## config.mk

```make
export PLATFORM = sky130hd
export DESIGN_NAME = pwmbrk_top
export DESIGN_NICKNAME = d
export VERILOG_FILES = /design/src/verilog/pwmbrk_pkg.sv /design/src/verilog/pwmbrk_top.sv /design/src/verilog/pwmbrk_prescaler.sv
export SDC_FILE = /design/constraint.sdc
export NUM_CORES = 1
export LEC_CHECK = 0
export BUFFER_PORTS_ARGS = -buffer_cell sky130_fd_sc_hd__buf_2
export CAP_MARGIN = 10
export CORE_AREA = 3 3 68 70
export CTS_CLUSTER_SIZE = 8
export DETAILED_ROUTE_END_ITERATION = 10
export DIE_AREA = 0 0 71 73
export PLACE_DENSITY = 0.83
export SETUP_SLACK_MARGIN = 0.15
export SLEW_MARGIN = 40
export SYNTH_ARGS = -nofsm -noshare
export SYNTH_HDL_FRONTEND = slang
export SYNTH_SLANG_ARGS = --single-unit
```

## constraint.sdc

```tcl
create_clock -name pclk -period 2.3 [get_ports pclk]
set_input_delay 0.23 -clock pclk [delete_from_list [all_inputs] [get_ports pclk]]
set_output_delay 0.23 -clock pclk [all_outputs]
set_load 0.02 [all_outputs]
```

## src/verilog/pwmbrk_pkg.sv

```systemverilog
// Package for the PWM brake and prescaler block.
// Holds register indices, field positions, reset values and state codes.
package pwmbrk_pkg;
	// ***************************
	// Register map (printed offsets are indices)
	// ***************************
	localparam logic [7:0] PWMBRK_IDX_FREQ_FLAG = 8'hD7;
	localparam logic [7:0] PWMBRK_IDX_BRAKE_CTRL = 8'hDF;
	localparam logic [7:0] PWMBRK_IDX_GEN_CTRL = 8'hE0;
	localparam logic [7:0] PWMBRK_IDX_STATUS = 8'hE1;
	localparam logic [7:0] PWMBRK_RST_BYTE = 8'h00;

	// ***************************
	// Brake control fields
	// ***************************
	localparam int PWMBRK_BC_STOP_SEL = 7;
	localparam int PWMBRK_BC_POL = 6;
	localparam int PWMBRK_BC_PIN_EN = 5;
	localparam int PWMBRK_BC_MASTER = 4;

	// ***************************
	// Frequency and flag fields
	// ***************************
	localparam int PWMBRK_FF_PS_HI = 3;
	localparam int PWMBRK_FF_PS_LO = 2;
	localparam int PWMBRK_FF_FLAG = 0;
	localparam int PWMBRK_GC_RUN = 7;
	localparam logic [1:0] PWMBRK_PS_RST = 2'h0;

	// ***************************
	// Prescaler divide terminal counts
	// ***************************
	localparam logic [3:0] PWMBRK_TC_DIV2 = 4'h1;
	localparam logic [3:0] PWMBRK_TC_DIV4 = 4'h3;
	localparam logic [3:0] PWMBRK_TC_DIV16 = 4'hF;

	typedef enum logic [1:0] {
		PWMBRK_PS_DIV1 = 2'h0,
		PWMBRK_PS_DIV2 = 2'h1,
		PWMBRK_PS_DIV4 = 2'h2,
		PWMBRK_PS_DIV16 = 2'h3
	} pwmbrk_ps_t;

	// Brake source mode, one-hot
	typedef enum logic [3:0] {
		PWMBRK_M_OFF = 4'h1,
		PWMBRK_M_SOFT = 4'h2,
		PWMBRK_M_STOP = 4'h4,
		PWMBRK_M_PIN = 4'h8
	} pwmbrk_mode_t;
endpackage : pwmbrk_pkg

```

## src/verilog/pwmbrk_top.sv

```systemverilog
// Brake logic and prescaler for a four-output PWM generator, with APB registers.
// Assumes the PWM engine outputs arrive on pwm_in and are gated here.
`timescale 1ns/1ns

// Behaviour
// - With the master enable clear no brake ever reaches the outputs.
// - The polarity bit picks a low (0) or high (1) pin level as the brake request.
// - During a brake each output takes its own brake level bit, bits 0 to 3 for outputs 0 to 3.
// - Enabled with pin-enable and stop-select both clear, the brake is held on by software.
// - Enabled with stop-select set and pin-enable clear, the outputs brake while the run bit is clear; with both set there is no brake.
// - Enabled with pin-enable set and stop-select clear, an active pin brakes the outputs, clears run and sets the flag.
// - The pin brake sets the sticky flag and only a software write clears it.
// - The prescale field selects system clock, /2, /4 or /16 and resets to 00.
// - The prescaled clock is phase aligned with the system clock while run is set.
// - When the brake cause goes away each output returns to its pre-brake state.
// - Software can poll the flag or use the brake event output to see a pin brake.
module pwmbrk_top (
	// APB
	input wire logic pclk,
	input wire logic presetn,
	input wire logic psel,
	input wire logic penable,
	input wire logic pwrite,
	input wire logic [11:0] paddr,
	input wire logic [31:0] pwdata,
	output logic [31:0] prdata,
	output logic pready,
	output logic pslverr,
	// Brake pin and PWM path
	input wire logic brake_pin,
	input wire logic [3:0] pwm_in,
	output logic [3:0] pwm_out,
	// Engine side
	output logic generator_run,
	output logic pwm_tick,
	output logic brake_active,
	output logic brake_event
);
	// ***************************
	// Registers
	// ***************************
	logic [7:0] brake_ctrl_r;
	logic [7:0] brake_ctrl_nxt;
	logic [1:0] prescale_r;
	logic [1:0] prescale_nxt;
	logic flag_r;
	logic flag_nxt;
	logic run_r;
	logic run_nxt;
	logic [1:0] sync_r;
	logic [1:0] sync_nxt;
	logic [3:0] out_r;
	logic [3:0] out_nxt;
	logic [3:0] hold_r;
	logic [3:0] hold_nxt;
	logic braked_r;
	logic braked_nxt;
	logic [31:0] prdata_r;
	logic [31:0] prdata_nxt;

	logic [9:0] word_idx;
	logic wr_en;
	logic rd_en;
	logic hit;
	logic pin_req;
	logic pin_brake;
	logic brake_now;
	pwmbrk_pkg::pwmbrk_mode_t mode;

	assign word_idx = paddr[11:2];
	assign wr_en = psel && penable && pwrite;
	// Read word is loaded in the setup cycle so it stands through the access edge
	assign rd_en = psel && !penable && !pwrite;
	assign hit = (word_idx == {2'h0, pwmbrk_pkg::PWMBRK_IDX_FREQ_FLAG})
		|| (word_idx == {2'h0, pwmbrk_pkg::PWMBRK_IDX_BRAKE_CTRL})
		|| (word_idx == {2'h0, pwmbrk_pkg::PWMBRK_IDX_GEN_CTRL})
		|| (word_idx == {2'h0, pwmbrk_pkg::PWMBRK_IDX_STATUS});
	assign pready = 1'b1;
	assign pslverr = psel && penable && !hit;
	assign prdata = prdata_r;

	// ***************************
	// Brake decode
	// ***************************
	always_comb begin
		// Pin level after synchroniser, polarity applied
		pin_req = brake_ctrl_r[pwmbrk_pkg::PWMBRK_BC_POL] ? sync_r[1] : !sync_r[1];
		if (!brake_ctrl_r[pwmbrk_pkg::PWMBRK_BC_MASTER]) begin
			mode = pwmbrk_pkg::PWMBRK_M_OFF;
		end else begin
			case ({brake_ctrl_r[pwmbrk_pkg::PWMBRK_BC_PIN_EN], brake_ctrl_r[pwmbrk_pkg::PWMBRK_BC_STOP_SEL]})
				2'h0: mode = pwmbrk_pkg::PWMBRK_M_SOFT;
				2'h1: mode = pwmbrk_pkg::PWMBRK_M_STOP;
				2'h2: mode = pwmbrk_pkg::PWMBRK_M_PIN;
				default: mode = pwmbrk_pkg::PWMBRK_M_OFF;
			endcase
		end
		pin_brake = 1'b0;
		case (mode)
			pwmbrk_pkg::PWMBRK_M_OFF: brake_now = 1'b0;
			pwmbrk_pkg::PWMBRK_M_SOFT: brake_now = 1'b1;
			pwmbrk_pkg::PWMBRK_M_STOP: brake_now = !run_r;
			pwmbrk_pkg::PWMBRK_M_PIN: begin
				pin_brake = pin_req;
				brake_now = pin_req;
			end
			default: brake_now = 1'b0;
		endcase
	end

	// ***************************
	// Next state
	// ***************************
	always_comb begin
		brake_ctrl_nxt = brake_ctrl_r;
		prescale_nxt = prescale_r;
		flag_nxt = flag_r;
		run_nxt = run_r;
		sync_nxt = {sync_r[0], brake_pin};
		if (wr_en && word_idx == {2'h0, pwmbrk_pkg::PWMBRK_IDX_BRAKE_CTRL}) begin
			brake_ctrl_nxt = pwdata[7:0];
		end
		if (wr_en && word_idx == {2'h0, pwmbrk_pkg::PWMBRK_IDX_FREQ_FLAG}) begin
			prescale_nxt = pwdata[pwmbrk_pkg::PWMBRK_FF_PS_HI:pwmbrk_pkg::PWMBRK_FF_PS_LO];
			flag_nxt = pwdata[pwmbrk_pkg::PWMBRK_FF_FLAG];
		end
		if (wr_en && word_idx == {2'h0, pwmbrk_pkg::PWMBRK_IDX_GEN_CTRL}) begin
			run_nxt = pwdata[pwmbrk_pkg::PWMBRK_GC_RUN];
		end
		// Hardware set wins over a same-cycle software write
		if (pin_brake) begin
			flag_nxt = 1'b1;
			run_nxt = 1'b0;
		end
		// The hold copy freezes at the last pwm_in on brake entry, so release restores it
		hold_nxt = braked_r ? hold_r : pwm_in;
		braked_nxt = brake_now;
		if (brake_now) begin
			out_nxt = brake_ctrl_r[3:0];
		end else if (braked_r) begin
			out_nxt = hold_r;
		end else begin
			out_nxt = pwm_in;
		end
		prdata_nxt = 32'h0;
		if (rd_en) begin
			if (word_idx == {2'h0, pwmbrk_pkg::PWMBRK_IDX_BRAKE_CTRL}) begin
				prdata_nxt = {24'h0, brake_ctrl_r};
			end else if (word_idx == {2'h0, pwmbrk_pkg::PWMBRK_IDX_FREQ_FLAG}) begin
				prdata_nxt = {28'h0, prescale_r, 1'b0, flag_r};
			end else if (word_idx == {2'h0, pwmbrk_pkg::PWMBRK_IDX_GEN_CTRL}) begin
				prdata_nxt = {24'h0, run_r, 7'h0};
			end else if (word_idx == {2'h0, pwmbrk_pkg::PWMBRK_IDX_STATUS}) begin
				prdata_nxt = {24'h0, out_r, 2'h0, pin_req, braked_r};
			end
		end
	end

	// Read data is registered at the setup edge and cleared after the access edge
	always_ff @(posedge pclk or negedge presetn) begin
		if (!presetn) begin
			brake_ctrl_r <= pwmbrk_pkg::PWMBRK_RST_BYTE;
			prescale_r <= pwmbrk_pkg::PWMBRK_PS_RST;
			flag_r <= 1'b0;
			run_r <= 1'b0;
			sync_r <= 2'h0;
			out_r <= 4'h0;
			hold_r <= 4'h0;
			braked_r <= 1'b0;
			prdata_r <= 32'h0;
		end else begin
			brake_ctrl_r <= brake_ctrl_nxt;
			prescale_r <= prescale_nxt;
			flag_r <= flag_nxt;
			run_r <= run_nxt;
			sync_r <= sync_nxt;
			out_r <= out_nxt;
			hold_r <= hold_nxt;
			braked_r <= braked_nxt;
			prdata_r <= prdata_nxt;
		end
	end

	// ***************************
	// Prescaler and outputs
	// ***************************
	pwmbrk_prescaler u_prescaler (
		.pclk(pclk),
		.presetn(presetn),
		.run(run_r),
		.sel(prescale_r),
		.tick(pwm_tick)
	);

	assign pwm_out = out_r;
	assign generator_run = run_r;
	assign brake_active = braked_r;
	assign brake_event = pin_brake && !flag_r;
endmodule : pwmbrk_top

```

## src/verilog/pwmbrk_prescaler.sv

```systemverilog
// Prescaler that makes the PWM clock enable from the system clock.
// Assumes one clock; the enable is a one-cycle pulse, except at divide 1, where it stays high every cycle.
`timescale 1ns/1ns
module pwmbrk_prescaler (
	// Clock and reset
	input wire logic pclk,
	input wire logic presetn,
	// Control
	input wire logic run,
	input wire logic [1:0] sel,
	// Output
	output logic tick
);
	logic [3:0] cnt_r;
	logic [3:0] cnt_nxt;
	logic [3:0] tc;

	always_comb begin
		case (pwmbrk_pkg::pwmbrk_ps_t'(sel))
			pwmbrk_pkg::PWMBRK_PS_DIV2: tc = pwmbrk_pkg::PWMBRK_TC_DIV2;
			pwmbrk_pkg::PWMBRK_PS_DIV4: tc = pwmbrk_pkg::PWMBRK_TC_DIV4;
			pwmbrk_pkg::PWMBRK_PS_DIV16: tc = pwmbrk_pkg::PWMBRK_TC_DIV16;
			default: tc = 4'h0;
		endcase
		// Held at zero while stopped so the first tick lines up with run
		if (!run) begin
			cnt_nxt = 4'h0;
		end else if (cnt_r >= tc) begin
			cnt_nxt = 4'h0;
		end else begin
			cnt_nxt = cnt_r + 4'h1;
		end
		tick = run && (cnt_r >= tc);
	end

	always_ff @(posedge pclk or negedge presetn) begin
		if (!presetn) begin
			cnt_r <= 4'h0;
		end else begin
			cnt_r <= cnt_nxt;
		end
	end
endmodule : pwmbrk_prescaler

```

### Word level (Yosys, flattened, before mapping)

Cells that the tools add are included.

* add/sub/neg operators: 1
* $mul: 0
* divide/modulo/power cells: 0
* magnitude comparators: 1
* eq/ne operators: 12
* shift operators: 0
* muxes and demuxes: 19
* bitwise operators: 0
* reductions and logical operators: 22

Operator list (count)
* equality test 10 x 8 -> 1 bit (second input constant): 4
* 2-to-1 mux 8 bit: 5
* one-hot mux 4 bit (3 select lines): 2
* 2-to-1 mux 4 bit: 5
* logical AND 1 bit: 10
* equality test 2 bit (second input constant): 3
* zero test 1 bit: 6
* 2-to-1 mux 1 bit: 6
* adder 4 x 1 -> 4 bit (second input constant): 1
* equality test 2 x 1 -> 1 bit (second input constant): 2
* equality test 4 x 2 -> 1 bit (second input constant): 1
* equality test 4 x 3 -> 1 bit (second input constant): 1
* equality test 4 bit (second input constant): 1
* greater-or-equal comparator 4 bit: 1
* nonzero test 2 bit: 2
* logical OR 1 bit: 3
* one-hot mux 1 bit (3 select lines): 1
* zero test 2 bit: 1

* register bits: 59
* bits in latches: 0
* RAM bits: 0
* memory bits (read-only): 0
* bits of input ports: 54
* output and inout bits: 42
* logic and storage cells: 65
* memories: 0

### Longest topological paths before layout

* depth in word-level cells: 7
* depth in mapped cells: 6
* depth with buffers taken out: 6

### Hierarchy

From an unflattened synthesis, not the netlist that was laid out.

* cells, all modules: 185
* area total of the unflattened synthesis: 1968.1 µm²

Modules (own cells, without submodules)
* pwmbrk_top: times used 1, cells an instance 158, area each 1695.4 µm², seq. area each 775.7 µm²
* pwmbrk_prescaler: times used 1, cells an instance 27, area each 272.8 µm², seq. area each 100.1 µm²

### Worst setup path before layout

No wires, ideal clock.

* kind: reg-to-output
* start point: register prescale_r[1]
* end point: output port pwm_tick
* arrival time: 1.625 ns
* data required time: 2.070 ns
* path slack: 0.445 ns
* stages on the path, launching flop included: 7
* path buffers: 0
* cells stage by stage: dfrtp_1 or2_2 ha_1 nand2b_1 a211oi_1 nor2_1 o21a_1

* cells in the longest elaborated chain, start to end: 4
* elaborated cells on any way between the ends: 6
* those cells by class: 1 x order compare; 3 x eq/ne; 1 x mux; 1 x reduce/logical

Ends and longest elaborated chain
* start: declaration: RTL line pwmbrk_top.sv:44 `logic [1:0] prescale_r;`
* start signal: assignment: RTL line pwmbrk_top.sv:163 `prescale_r <= pwmbrk_pkg::PWMBRK_PS_RST;`
* start signal: assignment: RTL line pwmbrk_top.sv:173 `prescale_r <= prescale_nxt;`
* equality test 2 bit or equality test 2 x 1 -> 1 bit (tied branches): RTL line pwmbrk_prescaler.sv:19 `case (pwmbrk_pkg::pwmbrk_ps_t'(sel))`
* one-hot mux 4 bit (3 select lines) (*): RTL line pwmbrk_prescaler.sv:19
* greater-or-equal comparator 4 bit (*): RTL line pwmbrk_prescaler.sv:33 `tick = run && (cnt_r >= tc);`
* logical AND 1 bit (*): RTL line pwmbrk_prescaler.sv:33
* end: declaration: RTL line pwmbrk_top.sv:35 `output logic pwm_tick,`

Mark *: on every way between the ends. The rest lies on a longest branch, timed or not.

### Worst setup path in the final report

Ends and elaborated chain as after synthesis.

==> run summary <==
total CTS buffers - 5
internal power - 864 µW
fraction of power spent switching nets - 0.253
final setup TNS - 0 ns
TritonCTS clock tree - built
register cell area after layout - 876 µm²
share of total power in sequential cells - 0.545
router iterations before antenna repair - 4
Worst Clk Skew - 0.00752 ns
power share of the combinational group - 0.108
Die Footprint - 5180 µm²
combined area of the multi-input logic cells - 863 µm²
number of core rows - 23
number of distinct library cells after synthesis - 37
Placeable Area - 4030 µm²
routability cong. - 0.812
DR iter-0 viols - 32
number of setup violations in the final report - 0
proportion of netlist area held by the largest area contributor - 0.477
top cells by area in the synthesized netlist - dfrtp_1 48%, mux2_2 11%, buf_4 10%, ha_1 3.4%, mux2i_1 2.7%
nature of the critical path startpoint - flop
commonest non-fill, non-tap cell in the layout - buf_2
Placed Area - 2010 µm²
max-slew violations - 0
total vias in the final route - 1268
number of antenna violations at the first check in global routing - 0
ports placed on the boundary - 96
warning count from the yosys run - 0
maximum operating frequency - 473 MHz
setup slack at placement - 0.265 ns
worst hold-check path type - in -> reg
netlist area before placement - 1840 µm²
Worst-Skew Late Latency - 0.29 ns
CTS HTree Levels - 2
share of synthesized area occupied by flip-flops and latches - 0.477
Starting Density - 0.456
actual slew at the worst max-slew pin - 0.698 ns
buffer type at the clock tree root - clkbuf_8
average detailed-routed wire length per instance - 14.8 µm
Die Y-Extent - 73 µm
first-pass GRT wire length - 6.07 mm
post-synthesis sequential element count - 35
minimum period implied by the final worst setup slack - 2.11 ns
result of the run - finished clean
total routing resource utilization after global routing - 0.153
period utilisation layout - 0.919
post-detail-place hpwl - 2.86 mm
CP arrival - 1.88 ns
proportion of power drawn by the clock network - 0.347
cells after synthesis - 158
hold violation total from the final report - 0
synth-to-layout area growth - 17.2%
peak fanout along the critical path - 2
number of filler cells placed in the layout - 335
floorplan die width - 71 µm
final antenna-violating net count - 0
maximum vdd ir drop - 0.371 mV
Final Routed Wirelength - 3.81 mm
clock edge transition at the registers on the reported setup and hold paths - 0.06 ns
# Max-Cap Violations - 0
final setup slack of the worst path - 0.186 ns
Critical Path RT - 2.07 ns
largest net degree at the start of global routing - 36
clock sink count - 35
unrepaired setup endpoints after global routing - yes
total power per unit cell area - 538 nW/µm²
Setup Crit Path Kind - reg -> out
gr ovfl total - 0
number of I/O port buffers - 44
leading cell types in the layout, fill and taps excluded - 42 x buf_2, 35 x dfrtp_1, 25 x conb_1
ratio of cells with drive above 1 in the final layout - 0.399
final instance area - 2150 µm²
net switching component of the power - 293 µW
nature of the critical path endpoint - output port
leakage power - 0.00110 µW
vias in the first global route - 1296
DRC violation count after routing - 0
routed vias/inst - 4.91
post-synthesis average cell area - 11.6 µm²
worst relative slew slack - 0.528
most area-hungry cell type in the Yosys netlist - dfrtp_1
number of antenna diodes - 0
number of buffers between clock root and the deepest sink - 2
net count of the finished layout - 268
cell families (layout without fill, tap and decap cells):
| logic type | count (synthesis) | count (layout) | share of synthesized area |
|---|---|---|---|
| other | 2 | 25 | 0.00409 |
| adder cells (fa/ha/maj) | 5 | 5 | 0.0341 |
| AND/OR/NAND/NOR | 48 | 48 | 0.174 |
| XOR/XNOR | 3 | 3 | 0.0143 |
| multiplexers | 23 | 23 | 0.138 |
| buffers and inverters | 31 | 58 | 0.115 |
| flip-flops | 35 | 35 | 0.477 |
| AO/OA/AOI/OAI | 11 | 11 | 0.0443 |
metrics by stage:
stage,power [µW],utilization,hold slack [ns],cells
after global routing,1200,0.534,0.0379,258
after global placement,760,0.500,0.334,249
after CTS,1170,0.530,0.0366,257
after detailed placement,763,0.500,0.340,249
final,1160,0.534,0.0486,258
after floorplan,742,-,-0.0656,181
metal layers:
metal / up-vias / global-route usage / routed length (µm)
li1: 595 / - / -
met1: 613 / 0.179 / 1550
met2: 53 / 0.258 / 1920
met3: 7 / 0.0482 / 269
met4: 0 / 0.0689 / 72
met5: - / 0 / 0
power by group through the flow:
stage	Combinational (µW)	Sequential, µW	Clock (µW)
after floorplan	96.3	645	0
after global placement	119	642	0
after CTS	123	631	412
after detailed placement	121	642	0
final	125	631	402
after global routing	137	631	435
sequential cells by signal, summed over array words and instances, names as in the netlist:
name,count
brake_ctrl_r,8
prdata,8
hold_r,4
pwm_out,4
u_prescaler.cnt_r,4
prescale_r,2
sync_r,2
brake_active,1
flag_r,1
generator_run,1
path summary, 6_finish.rpt:
path                                                        to  slack [ns]                       from  cells after the start
worst min-delay path                       sync_r[0]$_DFF_PN0_        0.05                  brake_pin                      1
max in group asynchronous                   flag_r$_DFFE_PN0P_        1.57                    presetn                      2
worst max-delay path                                  pwm_tick        0.19  prescale_r[1]$_DFFE_PN0P_                      7
min in group asynchronous       u_prescaler.cnt_r[3]$_DFF_PN0_        0.43                    presetn                      2
worst min register to register             sync_r[1]$_DFF_PN0_        0.36        sync_r[0]$_DFF_PN0_                      0
worst max register to register  u_prescaler.cnt_r[3]$_DFF_PN0_        0.51  prescale_r[1]$_DFFE_PN0P_                      6
cells in the mapped netlist:
cell and number:
dfrtp_1 35, buf_4 25, mux2_2 18, nand2_1 11
nor2_1 10, ha_1 5, inv_1 5, mux2i_1 5
a22o_1 4, nand3_1 4, nor2b_1 3, o21ai_0 3
and2_1 2, conb_1 2, nor3_1 2, or2_2 2
xnor2_1 2, a211oi_1 1, a22oi_1 1, and4_1 1
and4_2 1, clkbuf_1 1, nand2b_1 1, nand3_2 1
nand3b_1 1, nand4b_1 1, nand4b_4 1, nand4bb_1 1
nor3_2 1, nor3_4 1, nor4_2 1, nor4_4 1
nor4b_1 1, o21a_1 1, o41ai_1 1, or3_4 1
xor2_1 1
critical path, cell delays in order, from the launching register on:
cell and delay (ns):
dfrtp_1 0.39, or2_4 0.26, ha_4 0.21, nand2b_4 0.13
a211oi_2 0.24, nor2_1 0.06, o21a_1 0.19, buf_6 0.13
timing repair:
action / 4_1_cts / 5_1_grt
hold endpoints to repair: 0 / 35
hold buffers: 0 / 1
buffers inserted: 2 / 0
setup endpoints to repair: 1 / 1
pin swaps: 3 / 2
gates resized for setup: 5 / 1
area by class of cell:
class / count / share of cell area
Inverter: 5 / 0.00873
Timing Repair Buffer: 47 / 0.118
Clock buffer: 5 / 0.0320
Multi-Input combinational cell: 115 / 0.401
Tap cell: 50 / 0.0291
Clock inverter: 1 / 0.00349
Sequential cell: 35 / 0.407
Power figures use the tool's default switching activity.
